==> config.mk <==
export PLATFORM = sky130hd
export DESIGN_NAME = sync_serial_port
export DESIGN_NICKNAME = d
export VERILOG_FILES = /design/src/sync_serial_pkg.sv /design/src/serial_rx_fifo.sv /design/src/serial_host_clock.sv /design/src/sync_serial_port.sv
export SDC_FILE = /design/constraint.sdc
export NUM_CORES = 1
export LEC_CHECK = 0
export BUFFER_PORTS_ARGS = -buffer_cell sky130_fd_sc_hd__buf_2
export CAP_MARGIN = 20
export CORE_MARGIN = 8
export CORE_UTILIZATION = 51
export DETAILED_ROUTE_END_ITERATION = 6
export GPL_TIMING_DRIVEN = 0
export PLACE_DENSITY = 0.76
export SYNTH_ARGS = -nofsm -noshare
export SYNTH_HDL_FRONTEND = slang
export SYNTH_HIERARCHICAL = 1
export SYNTH_SLANG_ARGS = --single-unit
==> constraint.sdc <==
create_clock -name ref_clk -period 2.45 [get_ports ref_clk]
set_input_delay 0.6125 -clock ref_clk [delete_from_list [all_inputs] [get_ports ref_clk]]
set_output_delay 0.6125 -clock ref_clk [all_outputs]
set_load 0.005 [all_outputs]
==> src/sync_serial_pkg.sv <==
// shared constants and types for the synchronous serial port
package sync_serial_pkg;

    // ************************************************************
    // timing
    // ************************************************************
    localparam int CLK_PERIOD_NS       = 10;
    localparam int HOST_HALF_PERIOD_NS = 80;
    localparam logic [3:0] HOST_HALF_CYCLES = 4'(HOST_HALF_PERIOD_NS / CLK_PERIOD_NS);

    // ************************************************************
    // character layout
    // ************************************************************
    localparam logic [3:0] LAST_BIT_8   = 4'h7;
    localparam logic [3:0] LAST_BIT_9   = 4'h8;
    localparam int         FIFO_DEPTH   = 2;
    localparam logic [15:0] IRQ_VECTOR  = 16'h0004;

    // ************************************************************
    // reset values
    // ************************************************************
    localparam logic [3:0] COUNT_RESET  = 4'h0;
    localparam logic [8:0] WORD_RESET   = 9'h000;

    typedef struct packed {
        logic       ninth;
        logic [7:0] low;
    } rx_char_t;

    typedef struct packed {
        logic leading;
        logic trailing;
    } clk_edges_t;

    localparam rx_char_t CHAR_RESET = '{ninth: 1'b0, low: 8'h00};

endpackage : sync_serial_pkg

==> src/serial_rx_fifo.sv <==
// two-entry receive character buffer with valid and ready on both sides
`timescale 1ns/1ps
`default_nettype none
module serial_rx_fifo (
    input  wire logic                      ref_clk,
    input  wire logic                      rst_sync_b,
    input  wire logic                      clear,
    input  wire logic                      in_valid,
    output logic                           in_ready,
    input  wire sync_serial_pkg::rx_char_t in_data,
    output logic                           out_valid,
    input  wire logic                      out_ready,
    output sync_serial_pkg::rx_char_t      out_data
);
    sync_serial_pkg::rx_char_t mem [sync_serial_pkg::FIFO_DEPTH];
    logic       wr_ptr;
    logic       rd_ptr;
    logic [1:0] count;
    wire        push = in_valid & in_ready;
    wire        pop  = out_valid & out_ready;

    assign in_ready  = (count != 2'h2);
    assign out_valid = (count != 2'h0);
    assign out_data  = mem[rd_ptr];

    always_ff @(posedge ref_clk or negedge rst_sync_b) begin
        if (!rst_sync_b) begin
            wr_ptr <= 1'b0;
            rd_ptr <= 1'b0;
            count  <= 2'h0;
            mem[0] <= sync_serial_pkg::CHAR_RESET;
            mem[1] <= sync_serial_pkg::CHAR_RESET;
        end else if (clear) begin
            wr_ptr <= 1'b0;
            rd_ptr <= 1'b0;
            count  <= 2'h0;
        end else begin
            if (push) begin
                mem[wr_ptr] <= in_data;
                wr_ptr      <= ~wr_ptr;
            end
            if (pop) begin
                rd_ptr <= ~rd_ptr;
            end
            count <= count + {1'b0, push} - {1'b0, pop};
        end
    end
endmodule : serial_rx_fifo
`default_nettype wire

==> src/serial_host_clock.sv <==
// host serial clock generator with polarity and edge strobes
`timescale 1ns/1ps
`default_nettype none
module serial_host_clock (
    input  wire logic                   ref_clk,
    input  wire logic                   rst_sync_b,
    input  wire logic                   enable,
    input  wire logic                   clock_polarity,
    output logic                        level,
    output sync_serial_pkg::clk_edges_t edges
);
    logic [3:0] count;
    logic       active;
    wire        half_done = (count == sync_serial_pkg::HOST_HALF_CYCLES - 4'h1);

    assign level = active ^ clock_polarity;

    always_ff @(posedge ref_clk or negedge rst_sync_b) begin
        if (!rst_sync_b) begin
            count  <= sync_serial_pkg::COUNT_RESET;
            active <= 1'b0;
            edges  <= '0;
        end else if (!enable) begin
            // stop at once at the idle level
            count  <= sync_serial_pkg::COUNT_RESET;
            active <= 1'b0;
            edges  <= '0;
        end else begin
            edges <= '0;
            if (half_done) begin
                count          <= sync_serial_pkg::COUNT_RESET;
                active         <= ~active;
                edges.leading  <= ~active;
                edges.trailing <= active;
            end else begin
                count <= count + 4'h1;
            end
        end
    end
endmodule : serial_host_clock
`default_nettype wire

==> src/sync_serial_port.sv <==
// synchronous half-duplex serial port: host/client receive and transmit
// Contract
// [RULE_01] host receiving: data pin driver off, line is input only
// [RULE_02] reception starts when single or continuous receive is set
// [RULE_03] single receive: one clock per bit, then self-clear
// [RULE_04] continuous clocks until cleared; clearing stops and discards
// [RULE_05] both set: single clears after first character
// [RULE_06] sample data on trailing clock edge into receive shift register
// [RULE_07] complete character sets receive flag and enters two-entry buffer
// [RULE_08] receive flag stays set while any unread character is buffered
// [RULE_09] third character with full buffer sets overrun, keeps data, halts
// [RULE_10] single-mode overrun clears on read; continuous on enable clear
// [RULE_11] nine-bit mode shifts nine bits, ninth bit shown separately
// [RULE_12] software reads ninth bit before low byte, which advances buffer
// [RULE_13] client takes clock from pin, clock driver always off
// [RULE_14] driver changes data on leading edge, one bit per clock
// [RULE_15] external host sends no more clocks than character bits
// [RULE_16] transmitter when both receive enables clear, else receiver
// [RULE_17] client transmit: second word waits, flag clear until moved
// [RULE_18] transmit flag wakes only with both enables set
// [RULE_19] client ignores single receive; continuous works asleep
// [RULE_20] only client mode shifts during sleep; others halt
// [RULE_21] wake resumes next instruction, or vector when global enable set
// [RULE_22] software configures before setting a receive enable
// [RULE_23] software empties receive buffer before armed sleep
// [RULE_24] clock polarity sets idle level and leading edge direction
// [RULE_25] port enable clear holds the whole port in reset; buffer entries, shift registers and tx_bit keep their values
// [RULE_26] discarded partial character never sets flag nor enters buffer
`timescale 1ns/1ps
`default_nettype none
module sync_serial_port (
    input  wire logic        ref_clk,
    input  wire logic        rst_b,
    input  wire logic        port_enable,
    input  wire logic        host_select,
    input  wire logic        clock_polarity,
    input  wire logic        single_receive_set,
    input  wire logic        continuous_receive_enable,
    input  wire logic        nine_bit_receive,
    input  wire logic        transmit_enable,
    input  wire logic        nine_bit_transmit,
    input  wire logic        transmit_ninth_bit,
    input  wire logic        transmit_write,
    input  wire logic [7:0]  transmit_data,
    input  wire logic        receive_read,
    input  wire logic        sleep,
    input  wire logic        peripheral_irq_enable,
    input  wire logic        transmit_irq_enable,
    input  wire logic        receive_irq_enable,
    input  wire logic        global_irq_enable,
    input  wire logic        data_line_pin_in,
    output logic             data_line_pin_out,
    output logic             data_line_pin_oe_b,
    input  wire logic        clock_line_pin_in,
    output logic             clock_line_pin_out,
    output logic             clock_line_pin_oe_b,
    output logic             single_receive_enable,
    output logic [7:0]       receive_data_register,
    output logic             received_ninth_bit,
    output logic             receive_flag,
    output logic             overrun_flag,
    output logic             transmit_flag,
    output logic             wake,
    output logic             vector_take,
    output logic [15:0]      vector_addr
);

    // ************************************************************
    // helpers
    // ************************************************************
    function automatic logic [3:0] char_last(input logic nine);
        char_last = nine ? sync_serial_pkg::LAST_BIT_9 : sync_serial_pkg::LAST_BIT_8;
    endfunction : char_last

    // ************************************************************
    // reset release and pin synchronisers
    // ************************************************************
    logic rst_meta;
    logic rst_sync_b;
    logic data_meta;
    logic data_s;
    logic ck_meta;
    logic ck_s;
    logic ck_prev;

    always_ff @(posedge ref_clk or negedge rst_b) begin
        if (!rst_b) begin
            rst_meta   <= 1'b0;
            rst_sync_b <= 1'b0;
        end else begin
            rst_meta   <= 1'b1;
            rst_sync_b <= rst_meta;
        end
    end

    always_ff @(posedge ref_clk or negedge rst_sync_b) begin
        if (!rst_sync_b) begin
            data_meta <= 1'b0;
            data_s    <= 1'b0;
            ck_meta   <= 1'b0;
            ck_s      <= 1'b0;
            ck_prev   <= 1'b0;
        end else begin
            data_meta <= data_line_pin_in;
            data_s    <= data_meta;
            ck_meta   <= clock_line_pin_in;
            ck_s      <= ck_meta;
            ck_prev   <= ck_s;
        end
    end

    // ************************************************************
    // mode decode
    // ************************************************************
    logic                        rx_dir;
    logic                        rx_active;
    logic                        tx_busy;
    logic                        host_clk_en;
    logic                        host_level;
    sync_serial_pkg::clk_edges_t host_edges;
    sync_serial_pkg::clk_edges_t pin_edges;
    sync_serial_pkg::clk_edges_t link;
    wire                         awake_ok = ~host_select | ~sleep;                 // [RULE_20]

    assign rx_dir = host_select ? (single_receive_enable | continuous_receive_enable) // [RULE_02]
                                : continuous_receive_enable;                       // [RULE_19]
    assign rx_active = port_enable & rx_dir & ~overrun_flag & awake_ok;           // [RULE_16]
    assign host_clk_en = port_enable & host_select & ~sleep
                       & (rx_dir ? ~overrun_flag : tx_busy);                       // [RULE_03]
    assign pin_edges.leading  = (ck_s != clock_polarity) & (ck_prev == clock_polarity); // [RULE_24]
    assign pin_edges.trailing = (ck_s == clock_polarity) & (ck_prev != clock_polarity); // [RULE_24]
    assign link = host_select ? host_edges : pin_edges;                            // [RULE_13]

    serial_host_clock u_host_clock (
        .ref_clk        (ref_clk),
        .rst_sync_b     (rst_sync_b),
        .enable         (host_clk_en),
        .clock_polarity (clock_polarity),
        .level          (host_level),
        .edges          (host_edges)
    );

    // ************************************************************
    // receiver
    // ************************************************************
    logic [3:0]                rx_cnt;
    logic [8:0]                rx_word;
    logic [8:0]                next_rx_word;
    logic                      overrun_single;
    sync_serial_pkg::rx_char_t rx_char;
    sync_serial_pkg::rx_char_t fifo_head;
    logic                      fifo_in_ready;
    wire                       rx_last   = (rx_cnt == char_last(nine_bit_receive));
    wire                       char_done = link.trailing & rx_active & rx_last;
    wire                       overrun_set = char_done & ~fifo_in_ready;       // [RULE_09]
    wire                       overrun_clr = overrun_single ? receive_read
                                             : ~continuous_receive_enable;     // [RULE_10]

    always_comb begin
        next_rx_word         = rx_word;
        next_rx_word[rx_cnt] = data_s;                                         // [RULE_06]
    end

    assign rx_char.ninth = nine_bit_receive & next_rx_word[8];                 // [RULE_11]
    assign rx_char.low   = next_rx_word[7:0];

    always_ff @(posedge ref_clk or negedge rst_sync_b) begin
        if (!rst_sync_b) begin
            rx_cnt  <= sync_serial_pkg::COUNT_RESET;
            rx_word <= sync_serial_pkg::WORD_RESET;
        end else if (!port_enable || !rx_active) begin
            rx_cnt  <= sync_serial_pkg::COUNT_RESET;                           // [RULE_04] [RULE_26]
        end else if (link.trailing) begin
            rx_word <= next_rx_word;                                           // [RULE_06]
            rx_cnt  <= rx_last ? sync_serial_pkg::COUNT_RESET : rx_cnt + 4'h1;
        end
    end

    always_ff @(posedge ref_clk or negedge rst_sync_b) begin
        if (!rst_sync_b) begin
            single_receive_enable <= 1'b0;
            overrun_flag          <= 1'b0;
            overrun_single        <= 1'b0;
        end else if (!port_enable) begin
            single_receive_enable <= 1'b0;                                     // [RULE_25]
            overrun_flag          <= 1'b0;
            overrun_single        <= 1'b0;
        end else begin
            if (char_done && host_select) begin
                single_receive_enable <= 1'b0;                                 // [RULE_05]
            end else if (single_receive_set && host_select) begin
                single_receive_enable <= 1'b1;                                 // [RULE_03]
            end
            if (overrun_set) begin
                overrun_flag   <= 1'b1;                                        // [RULE_09]
                overrun_single <= ~continuous_receive_enable;
            end else if (overrun_flag && overrun_clr) begin
                overrun_flag   <= 1'b0;                                        // [RULE_10]
            end
        end
    end

    serial_rx_fifo u_rx_fifo (
        .ref_clk    (ref_clk),
        .rst_sync_b (rst_sync_b),
        .clear      (~port_enable),
        .in_valid   (char_done),
        .in_ready   (fifo_in_ready),
        .in_data    (rx_char),
        .out_valid  (receive_flag),                                            // [RULE_08]
        .out_ready  (receive_read),
        .out_data   (fifo_head)
    );

    // head of buffer shown directly; read pops it
    assign receive_data_register = fifo_head.low;                              // [RULE_07]
    assign received_ninth_bit    = fifo_head.ninth;                            // [RULE_11]

    // ************************************************************
    // transmitter
    // ************************************************************
    logic       hold_valid;
    logic [8:0] hold_word;
    logic [8:0] tsr_word;
    logic [3:0] tx_cnt;
    logic       tx_bit;
    wire        tx_dir  = port_enable & transmit_enable & ~rx_dir;            // [RULE_16]
    wire        tx_move = tx_dir & awake_ok & hold_valid & ~tx_busy;          // [RULE_17]
    wire        tx_last = (tx_cnt == char_last(nine_bit_transmit));

    always_ff @(posedge ref_clk or negedge rst_sync_b) begin
        if (!rst_sync_b) begin
            hold_valid <= 1'b0;
            hold_word  <= sync_serial_pkg::WORD_RESET;
        end else if (!port_enable) begin
            hold_valid <= 1'b0;                                                // [RULE_25]
        end else begin
            hold_valid <= transmit_write | (hold_valid & ~tx_move);            // [RULE_17]
            if (transmit_write) begin
                hold_word <= {transmit_ninth_bit, transmit_data};
            end
        end
    end

    always_ff @(posedge ref_clk or negedge rst_sync_b) begin
        if (!rst_sync_b) begin
            tx_busy  <= 1'b0;
            tsr_word <= sync_serial_pkg::WORD_RESET;
            tx_cnt   <= sync_serial_pkg::COUNT_RESET;
            tx_bit   <= 1'b0;
        end else if (!port_enable || !tx_dir) begin
            tx_busy  <= 1'b0;                                                  // [RULE_25]
            tx_cnt   <= sync_serial_pkg::COUNT_RESET;
        end else if (tx_move) begin
            tx_busy  <= 1'b1;                                                  // [RULE_17]
            tsr_word <= hold_word;
            tx_cnt   <= sync_serial_pkg::COUNT_RESET;
        end else if (tx_busy && awake_ok) begin
            if (link.leading) begin
                tx_bit <= tsr_word[tx_cnt];                                    // [RULE_14]
            end
            if (link.trailing) begin
                tx_cnt  <= tx_last ? sync_serial_pkg::COUNT_RESET : tx_cnt + 4'h1;
                tx_busy <= ~tx_last;
            end
        end
    end

    assign transmit_flag = port_enable & ~hold_valid;                          // [RULE_17]

    // ************************************************************
    // pins
    // ************************************************************
    assign data_line_pin_out   = tx_bit;
    assign data_line_pin_oe_b  = ~tx_dir;                                      // [RULE_01]
    assign clock_line_pin_out  = host_level;                                   // [RULE_24]
    assign clock_line_pin_oe_b = ~(port_enable & host_select);                 // [RULE_13]

    // ************************************************************
    // wake from sleep
    // ************************************************************
    logic tx_flag_prev;
    logic rx_flag_prev;
    wire  tx_wake = transmit_flag & ~tx_flag_prev
                  & peripheral_irq_enable & transmit_irq_enable;               // [RULE_18]
    wire  rx_wake = receive_flag & ~rx_flag_prev
                  & peripheral_irq_enable & receive_irq_enable;                // [RULE_19]

    always_ff @(posedge ref_clk or negedge rst_sync_b) begin
        if (!rst_sync_b) begin
            tx_flag_prev <= 1'b0;
            rx_flag_prev <= 1'b0;
            wake         <= 1'b0;
            vector_take  <= 1'b0;
        end else begin
            tx_flag_prev <= transmit_flag;
            rx_flag_prev <= receive_flag;
            wake         <= sleep & (tx_wake | rx_wake);                       // [RULE_21]
            vector_take  <= sleep & (tx_wake | rx_wake) & global_irq_enable;   // [RULE_21]
        end
    end

    assign vector_addr = sync_serial_pkg::IRQ_VECTOR;

endmodule : sync_serial_port
`default_nettype wire

==> impl_metrics.tcl, run 1 <==
set metrics [dict create \
    h-tree-depth 3 \
    clock_sinks 81 \
    crit_path_end_kind "flop" \
    min_period_ns 2.353 \
    cts_tree "done" \
    relSlewSlack_pct 56.51 \
    grt_overflow 0 \
    synth_cells 316 \
    reg2reg_from "rx_cnt[0]$_DFFE_PN0P_" \
    ff_latch_area_um2 2033 \
    yosys.area.top_type "dfrtp_1" \
    clk_latency_ns 0.35 \
    fill_cells 594 \
    rsz0062_at_grt "yes" \
    grt_use_met1_pct 18.17 \
    crit_slowest_cell "dfrtp_2" \
    antenna_found_initial 0 \
    crit_chain "or3b_4 -> o32a_4 -> nor3_4 -> nand2_1 -> ha_1 -> inv_1 -> ha_2 -> xor2_2 -> and2_4 -> nor3_2" \
    synth_cell_types 53 \
    max_freq_mhz 425.0 \
    synth_seq_cells 81 \
    viasPerCell 5.189 \
    synth_area_um2 3964 \
    max_stage_delay_ns 0.41 \
    drt_iter0_drc 104 \
    clockRootBuffer "clkbuf_8" \
    clk_pin_slew_worst_paths_ns 0.09 \
    post-route-drc-count 0 \
    powerDensity_nw_per_um2 593.9 \
    grt_pass1_wl_mm 13.05 \
    synthTopCellsByArea "dfrtp_1 51%, mux2_2 18%, buf_4 3.2%, ha_1 2.5%, nand2_1 1.9%" \
    async_flop_share_pct 100.0 \
    ant_nets 0 \
    die_area_um2 10850 \
    port_buffers 45 \
    post-route-period-util_pct 96.04 \
    utilization_pct 61.83 \
    grt_use_met3_pct 5.514 \
    synth_top_area_share_pct 51.14 \
    place.gp.congestion 0.7764 \
    hold_buffers 0 \
    status "finished clean" \
    gr-usage-all-layers_pct 14.72 \
    tightestPinTransition_ns 0.6524 \
    core_area_um2 7647 \
    ys.flop_type "dfrtp_1" \
    r2r-end "u_rx_fifo/count[1]$_DFF_PN0_" \
    rows 32 \
    finalNetCount 431 \
    multi_input_area_um2 1856 \
    worstSetupPathType "reg2reg" \
    drive_above_1_share_pct 44.75 \
    top_usage_layer "met2" \
    yosysWarnings 6 \
    n_antenna_cell 0 \
    firstDrtPassIters 4 \
    reg2reg_depth 10 \
    required_ns 2.68 \
    post-dp-hpwl_mm 5.392 \
    start_util_pct 51.83 \
    wl_per_cell_um 15.05 \
    io_pins 63 \
    mostFrequentLayoutCell "dfrtp_1" \
    seq_area_frac_synth_pct 51.14 \
    drv_slew 0 \
    hp-class "in2async" \
    grt_pass1_vias 2734 \
    die_w_um 104.2 \
    syn2layout_area_growth_pct 19.29 \
    final_cell_mix "78 x dfrtp_1, 63 x mux2_2, 49 x buf_2" \
    ir_worst_vdd_v 0.0003436 \
    grtUsageMet2_pct 22.64 \
    fin_skew_ns 0.01178 \
    drt_wl_total_mm 7.555 \
    cts_made_buffers 9 \
    timing_hold_violations_final 0 \
    crit_start "rx_cnt[0]$_DFFE_PN0P_" \
    p_leak_uw 0.002351 \
    grt_max_degree 70 \
    synth.avg_cell_area_um2 12.54 \
    vias 2605 \
    cp.arrival_ns 2.58 \
    final.setup.tns_ns 0 \
    critPathMaxFanout 3 \
    setup_viol 0 \
    synth-edff-count 0 \
    die_y_um 104.2 \
    drv_cap 0 \
    critPathCapture "u_rx_fifo/count[1]$_DFF_PN0_" \
    r2r_setup_slack_ns 0.1 \
    cts.path.max_buffers 2 \
    start_kind "flop" \
]
-- where the power goes --
part / internal (µW) / leakage (µW) / total [µW] / switching, µW
logic: 153 / 0.00118 / 275 / 122
clock network: 575 / 0.000104 / 1050 / 476
registers: 1430 / 0.00107 / 1480 / 51.1
-- worst min path at each step --
stage                                     from                       endpoint  slack (ns)
after floorplan                          rst_b             rst_meta$_DFF_PN0_        0.32
after global placement     data_meta$_DFF_PN0_               data_s$_DFF_PN0_        0.33
after detailed placement  rst_sync_b$_DFF_PN0_  u_rx_fifo/mem[14]$_DFFE_PN0P_        0.17
after CTS                                rst_b           rst_sync_b$_DFF_PN0_       0.005
after global routing                     rst_b             rst_meta$_DFF_PN0_       0.001
final                                    rst_b             rst_meta$_DFF_PN0_        0.02
-- final cells by class --
type	instances	area share, %
Timing Repair Buffer	53	6.483
Clock buffer	11	2.779
Buffer	23	3.281
Sequential cell	81	43.00
Tap cell	102	2.699
Clock inverter	5	1.720
Multi-Input combinational cell	217	39.24
Inverter	10	0.7939
-- cell usage after synthesis (2+ instances only) --
master and n:
and3b_1 3, buf_4 17, nand4b_2 2, mux2i_1 5
nand3b_1 3, nand4b_1 3, nor2b_1 8, mux2_2 65
nand3_1 4, nor3_1 6, o21a_1 4, conb_1 2
nor4_4 2, nor2_1 12, mux4_2 2, a211oi_1 2
and2_2 2, inv_1 10, nand2b_1 3, nor4b_1 2
o21ai_0 5, clkbuf_1 2, buf_2 4, and2_1 2
dfrtp_1 81, or3b_1 2, nand2_1 20, xor2_1 4
a21oi_1 6, a22o_1 3, ha_1 8
-- timing repair --
action / in CTS / in global routing
endpoints found under the setup margin: 10 / 19
buffers inserted: 6 / 0
resized for setup: 6 / 5
pin swaps: 8 / 6
-- state kept, by name (all words and copies together), names as in the netlist, 2 cells and up --
register	count
rx_cnt	4
tx_cnt	4
u_host_clock/edges	2
rx_word	9
tsr_word	9
hold_word	9
u_host_clock/count	4
u_rx_fifo/mem	18
u_rx_fifo/count	2
-- cells by family after synthesis --
| logic type | count (synthesis) | share of synthesized area (%) |
|---|---|---|
| compound gates | 31 | 5.998 |
| xor+xnor | 5 | 1.105 |
| fa+ha+maj | 8 | 2.525 |
| buf+inv | 33 | 4.861 |
| flops | 81 | 51.14 |
| mux | 72 | 20.86 |
| other cells | 2 | 0.1895 |
| simple gates | 84 | 13.32 |
-- critical path: cells and delay by family, from the launching register on --
kind,cells,cell delay [ns]
fa+ha+maj,2,0.45
flops,1,0.41
buf+inv,1,0.07
compound gates,1,0.33
xor+xnor,1,0.15
simple gates,5,0.82
-- per-stage QoR --
stage | std cells | hold slack, ns | setup WS (ns) | total power, µW | cell area (µm²)
floorplan | 331 | 0.3169 | -0.06725 | 1691 | 4039
global route | 502 | 0.0009766 | -0.02757 | 2933 | 4728
detailed placement | 479 | 0.1667 | -0.5384 | 1780 | 4424
finish | 502 | 0.02052 | 0.09691 | 2808 | 4728
CTS | 501 | 0.005177 | -0.03122 | 2827 | 4693
global placement | 478 | 0.3342 | -0.8138 | 1761 | 4392
-- per-layer routing --
layer	wire length, µm	vias up
met5	0	-
met4	119	0
met3	496	10
met2	3513	59
met1	3426	1278
li1	-	1258
No activity file was read; power rests on OpenSTA's default activity.
==> run 2: changes to the inputs <==
--- a/config.mk
+++ b/config.mk
@@ -6,12 +6,15 @@
 export NUM_CORES = 1
 export LEC_CHECK = 0
 export BUFFER_PORTS_ARGS = -buffer_cell sky130_fd_sc_hd__buf_2
-export CAP_MARGIN = 20
+export CAP_MARGIN = 10
+export CELL_PAD_IN_SITES_DETAIL_PLACEMENT = 0
+export CELL_PAD_IN_SITES_GLOBAL_PLACEMENT = 1
 export CORE_MARGIN = 8
-export CORE_UTILIZATION = 51
+export CORE_UTILIZATION = 41
 export DETAILED_ROUTE_END_ITERATION = 6
 export GPL_TIMING_DRIVEN = 0
-export PLACE_DENSITY = 0.76
+export MAX_ROUTING_LAYER = met4
+export PLACE_DENSITY_LB_ADDON = 0.1
 export SYNTH_ARGS = -nofsm -noshare
 export SYNTH_HDL_FRONTEND = slang
 export SYNTH_HIERARCHICAL = 1
==> impl_metrics.tcl, run 2 (synthesis results as in run 1) <==
set metrics [dict create \
    power.total_uw 3076 \
    clockRootBuffer "clkbuf_8" \
    port_buffers 45 \
    h-tree-depth 3 \
    hold_slack_ns 0.2208 \
    cp.arrival_ns 2.64 \
    post-route-drc-count 0 \
    cts_made_buffers 9 \
    status "finished clean" \
    antenna_found_initial 0 \
    seqPwrFrac_pct 48.5 \
    dp.cells 511 \
    grt_use_met3_pct 3.797 \
    die_area_um2 13070 \
    crit_family "simple AND/OR/NAND/NOR gates" \
    reg2reg_from "rx_cnt[1]$_DFFE_PN0P_" \
    final_cell_mix "78 x dfrtp_1, 58 x mux2_2, 49 x buf_2" \
    ir_worst_vdd_v 0.0003510 \
    min_period_ns 2.404 \
    critPathCapture "u_rx_fifo/mem[17]$_DFFE_PN0P_" \
    cts.path.max_buffers 2 \
    grt_pass1_wl_mm 13.15 \
    placed_cell_area_um2 4473 \
    r2r_setup_slack_ns 0.05 \
    grt_max_degree 60 \
    grtUsageMet2_pct 19.01 \
    design_area_um2 4911 \
    drv_cap 0 \
    p_sw_uw 677.9 \
    swShare_pct 22.04 \
    clk_latency_ns 0.35 \
    clockPowerShare_pct 42.7 \
    n_antenna_cell 0 \
    syn2layout_area_growth_pct 23.90 \
    final_cells 537 \
    critPathMaxFanout 5 \
    drt_wl_total_mm 7.917 \
    viasPerCell 4.797 \
    cp_common_cell "buf_4" \
    clk_pin_slew_worst_paths_ns 0.09 \
    io_pins 63 \
    grt_pass1_vias 2606 \
    core_area_um2 9594 \
    drive_above_1_share_pct 45.30 \
    fill_cells 881 \
    finalNetCount 435 \
    start_kind "flop" \
    rows 36 \
    cts_tree "done" \
    drv_slew 0 \
    clock_sinks 81 \
    worstSetupPathType "reg2reg" \
    max_freq_mhz 416.0 \
    die_w_um 114.3 \
    largest_register "u_rx_fifo/mem" \
    crit_path_end_kind "flop" \
    firstDrtPassIters 4 \
    powerDensity_nw_per_um2 626.4 \
    grt_overflow 0 \
    critPathBufInv 4 \
    post-route-period-util_pct 98.12 \
    max_stage_delay_ns 0.42 \
    utilization_pct 51.19 \
    mostFrequentLayoutCell "dfrtp_1" \
    ant_nets 0 \
    reg2reg_depth 9 \
    largest_reg_flops 18 \
    crit_chain "or3b_4 -> o32a_4 -> nor3_4 -> buf_4 -> inv_2 -> nor4_4 -> buf_4 -> buf_12 -> mux2_2" \
    drt_iter0_drc 71 \
    relSlewSlack_pct 66.22 \
    post-dp-hpwl_mm 5.599 \
    start_util_pct 41.31 \
    fin_skew_ns 0.01239 \
    hp-class "reg2async" \
    rsz0062_at_grt "yes" \
    wl_per_cell_um 14.74 \
    crit_start "rx_cnt[1]$_DFFE_PN0P_" \
    timing_hold_violations_final 0 \
    top_usage_layer "met2" \
    crit_slowest_cell "dfrtp_2" \
    place.gp.congestion 0.7385 \
    die_y_um 114.3 \
    tightestPinTransition_ns 0.5067 \
    p_leak_uw 0.002420 \
    r2r-end "u_rx_fifo/mem[17]$_DFFE_PN0P_" \
    critical_path_depth 9 \
    pwr-share-comb_pct 8.8 \
    grt_use_met1_pct 17.15 \
    required_ns 2.68 \
    setup_viol 0 \
    vias 2576 \
    gr-usage-all-layers_pct 13.12 \
    power.internal_uw 2398 \
]
-- run 2: changes by cell type in the layout (fill, tap and decap cells not counted), sizes merged --
cell and delta:
bufinv +2, clkinvlp -1, clkdlybuf4s18 +1, clkinv -1
clkbuf -2, buf +3, dlygate4sd3 +1, inv +1
-- run 2: layout make-up --
type | count | area [µm²] | area share [%]
Sequential cell | 81 | 2033 | 41.40
Multi-Input combinational cell | 217 | 1869 | 38.06
Timing Repair Buffer | 58 | 377.9 | 7.694
Tap cell | 133 | 166.4 | 3.389
Buffer | 22 | 151.4 | 3.083
Clock buffer | 10 | 137.6 | 2.803
Clock inverter | 6 | 137.6 | 2.803
Inverter | 10 | 37.54 | 0.7643
-- run 2: power by group through the flow --
stage | sequential [µW] | clock, µW | combinational (µW)
after CTS | 1490 | 1350 | 273
after floorplan | 1510 | 0 | 185
after detailed placement | 1520 | 0 | 269
final | 1490 | 1310 | 272
after global routing | 1500 | 1400 | 305
after global placement | 1530 | 0 | 239
-- run 2: stage by stage --
step           setup WS, ns  TNS (ns)
2_1_floorplan      -0.06725   -0.5544
3_3_place_gp        -0.9995    -87.38
3_5_place_dp        -0.5471    -6.933
4_1_cts             -0.1088    -1.352
5_1_grt            -0.05911   -0.1968
6_report            0.04605         0
-- run 2: how the worst min path moves through the flow --
| stage | start | depth (start not counted) | end |
|---|---|---|---|
| after detailed placement | rst_sync_b$_DFF_PN0_ | 0 | data_meta$_DFF_PN0_ |
| after global placement | ck_meta$_DFF_PN0_ | 0 | ck_s$_DFF_PN0_ |
| after floorplan | rst_b | 0 | rst_meta$_DFF_PN0_ |
| final | rst_sync_b$_DFF_PN0_ | 0 | data_meta$_DFF_PN0_ |
| after CTS | rst_b | 1 | rst_sync_b$_DFF_PN0_ |
| after global routing | rst_sync_b$_DFF_PN0_ | 0 | data_meta$_DFF_PN0_ |
-- run 2: layer usage --
metal  share of wire, %  wire (µm)
met4                1.6        130
met3                5.7        452
met1                 48       3814
met2                 44       3519
met5                  0          0
-- run 2: timing repair --
item | in CTS | in global routing
buffers inserted | 6 | 3
gates cloned | 0 | 1
endpoints found under the hold margin | 0 | 2
pin swaps | 9 | 8
hold buffers | 0 | 1
endpoints found under the setup margin | 10 | 26
resized for setup | 10 | 3
==> run 3: changes to the inputs <==
--- a/config.mk
+++ b/config.mk
@@ -12,7 +12,6 @@
 export CORE_MARGIN = 8
 export CORE_UTILIZATION = 41
 export DETAILED_ROUTE_END_ITERATION = 6
-export GPL_TIMING_DRIVEN = 0
 export MAX_ROUTING_LAYER = met4
 export PLACE_DENSITY_LB_ADDON = 0.1
 export SYNTH_ARGS = -nofsm -noshare
==> impl_metrics.tcl, run 3 (synthesis results as in run 1) <==
set metrics [dict create \
    status "finished clean" \
    max_freq_mhz 431.4 \
    post-dp-hpwl_mm 5.655 \
    antenna_found_initial 0 \
    die_w_um 114.3 \
    crit_path_end_kind "flop" \
    syn2layout_area_growth_pct 17.71 \
    grt_max_degree 52 \
    largest_reg_flops 18 \
    placed_cell_area_um2 4434 \
    post-route-period-util_pct 94.62 \
    clock_sinks 81 \
    fin_skew_ns 0.01207 \
    viasPerCell 4.908 \
    critPathMaxFanout 2 \
    vias 2552 \
    core_area_um2 9594 \
    ant_nets 0 \
    grt_pass1_wl_mm 12.94 \
    min_period_ns 2.318 \
    die_y_um 114.3 \
    setup_viol 0 \
    start_util_pct 41.31 \
    drv_cap 0 \
    cp.arrival_ns 2.59 \
    clk_latency_ns 0.35 \
    h-tree-depth 3 \
    worstSetupPathType "reg2reg" \
    clk_pin_slew_worst_paths_ns 0.08 \
    cts_made_buffers 9 \
    post-route-drc-count 0 \
    grt_overflow 0 \
    cts_tree "done" \
    mostFrequentLayoutCell "dfrtp_1" \
    power.total_uw 2656 \
    ir_worst_vdd_v 0.0002850 \
    drive_above_1_share_pct 42.64 \
    drv_slew 0 \
    powerDensity_nw_per_um2 569.3 \
    wl_per_cell_um 15.03 \
    firstDrtPassIters 4 \
    die_area_um2 13070 \
    p_leak_uw 0.002276 \
    final_cell_mix "80 x dfrtp_1, 63 x mux2_2, 46 x buf_2" \
    finalNetCount 418 \
    gr-usage-all-layers_pct 13.04 \
    grt_pass1_vias 2606 \
    port_buffers 46 \
    hp-class "reg2async" \
    place.gp.congestion 0.7666 \
    largest_register "u_rx_fifo/mem" \
    start_kind "flop" \
    io_pins 63 \
    drt_wl_total_mm 7.815 \
    design_area_um2 4666 \
    required_ns 2.72 \
    n_antenna_cell 0 \
    cts.path.max_buffers 2 \
    rows 36 \
    drt_iter0_drc 56 \
    clockRootBuffer "clkbuf_8" \
    timing_hold_violations_final 0 \
]
run 3: changes by cell type in the layout (fill, tap and decap cells not counted), sizes merged:
cell,delta
clkinv,+1
inv,-1
buf,-14
clkdlybuf4s18,-1
bufinv,-4
clkinvlp,+2
run 3: worst paths after layout:
check	startpoint	endpoint	slack, ns	cells after the start
max	rx_cnt[1]$_DFFE_PN0P_	u_rx_fifo/count[1]$_DFF_PN0_	0.13	10
min	rst_sync_b$_DFF_PN0_	u_rx_fifo/mem[13]$_DFFE_PN0P_	0.26	0
max reg2reg	rx_cnt[1]$_DFFE_PN0P_	u_rx_fifo/count[1]$_DFF_PN0_	0.13	10
min reg2reg	rst_sync_b$_DFF_PN0_	u_rx_fifo/mem[13]$_DFFE_PN0P_	0.26	0
max in group asynchronous	rst_sync_b$_DFF_PN0_	hold_word[7]$_DFFE_PN0P_	1.58	1
min in group ref_clk	ck_meta$_DFF_PN0_	ck_s$_DFF_PN0_	0.36	0
run 3: routing by layer:
metal / vias up / wire length, µm / GRT usage (%)
li1: 1226 / - / -
met1: 1266 / 3743 / 16.89
met2: 52 / 3434 / 17.90
met3: 8 / 531 / 4.694
met4: 0 / 105 / 5.590
met5: - / 0 / -
run 3: what timing repair did:
item / 4_1_cts / 5_1_grt
endpoints found under the setup margin: 0 / 1
buffers inserted: 0 / 1
resized for setup: 0 / 6
hold buffers: 1 / 0
endpoints found under the hold margin: 2 / 0
run 3: final cells by class:
cell class | instances | area (µm²)
repair buffers | 63 | 397.9
multi-input cells | 217 | 1849
clock buffers | 12 | 155.1
well taps | 133 | 166.4
inverters | 10 | 37.54
clock inverters | 4 | 28.78
flip-flops and latches | 81 | 2031
fillers | 910 | 4928
run 3: through the flow:
stage	hold WS, ns	utilization, %	worst slack, ns	TNS (ns)	cells
after global placement	0.2700	46.22	-0.1625	-1.278	502
after CTS	0.2809	48.24	0.1067	0	519
final	0.2630	48.63	0.1319	0	520
after detailed placement	0.2763	46.22	-0.1962	-1.655	502
after floorplan	0.3169	-	-0.06725	-0.5544	331
after global routing	0.3036	48.63	-0.01533	-0.01533	520
run 3: power breakdown:
part / leakage (µW) / internal, µW / total (µW) / switching (µW)
combinational: 0.00111 / 140 / 251 / 111
sequential: 0.00107 / 1430 / 1490 / 60.1
clock: 0.0000886 / 424 / 914 / 490
total: 0.00228 / 1990 / 2660 / 662
run 3: critical path: stages, from the launching register on:
cell and delay (ns):
dfrtp_1 0.39, or3b_4 0.41, o32a_4 0.34, nor3_4 0.13, nand2_1 0.08, ha_1 0.27
inv_1 0.05, ha_4 0.16, xor2_2 0.17, and2_4 0.16, nor3_2 0.08
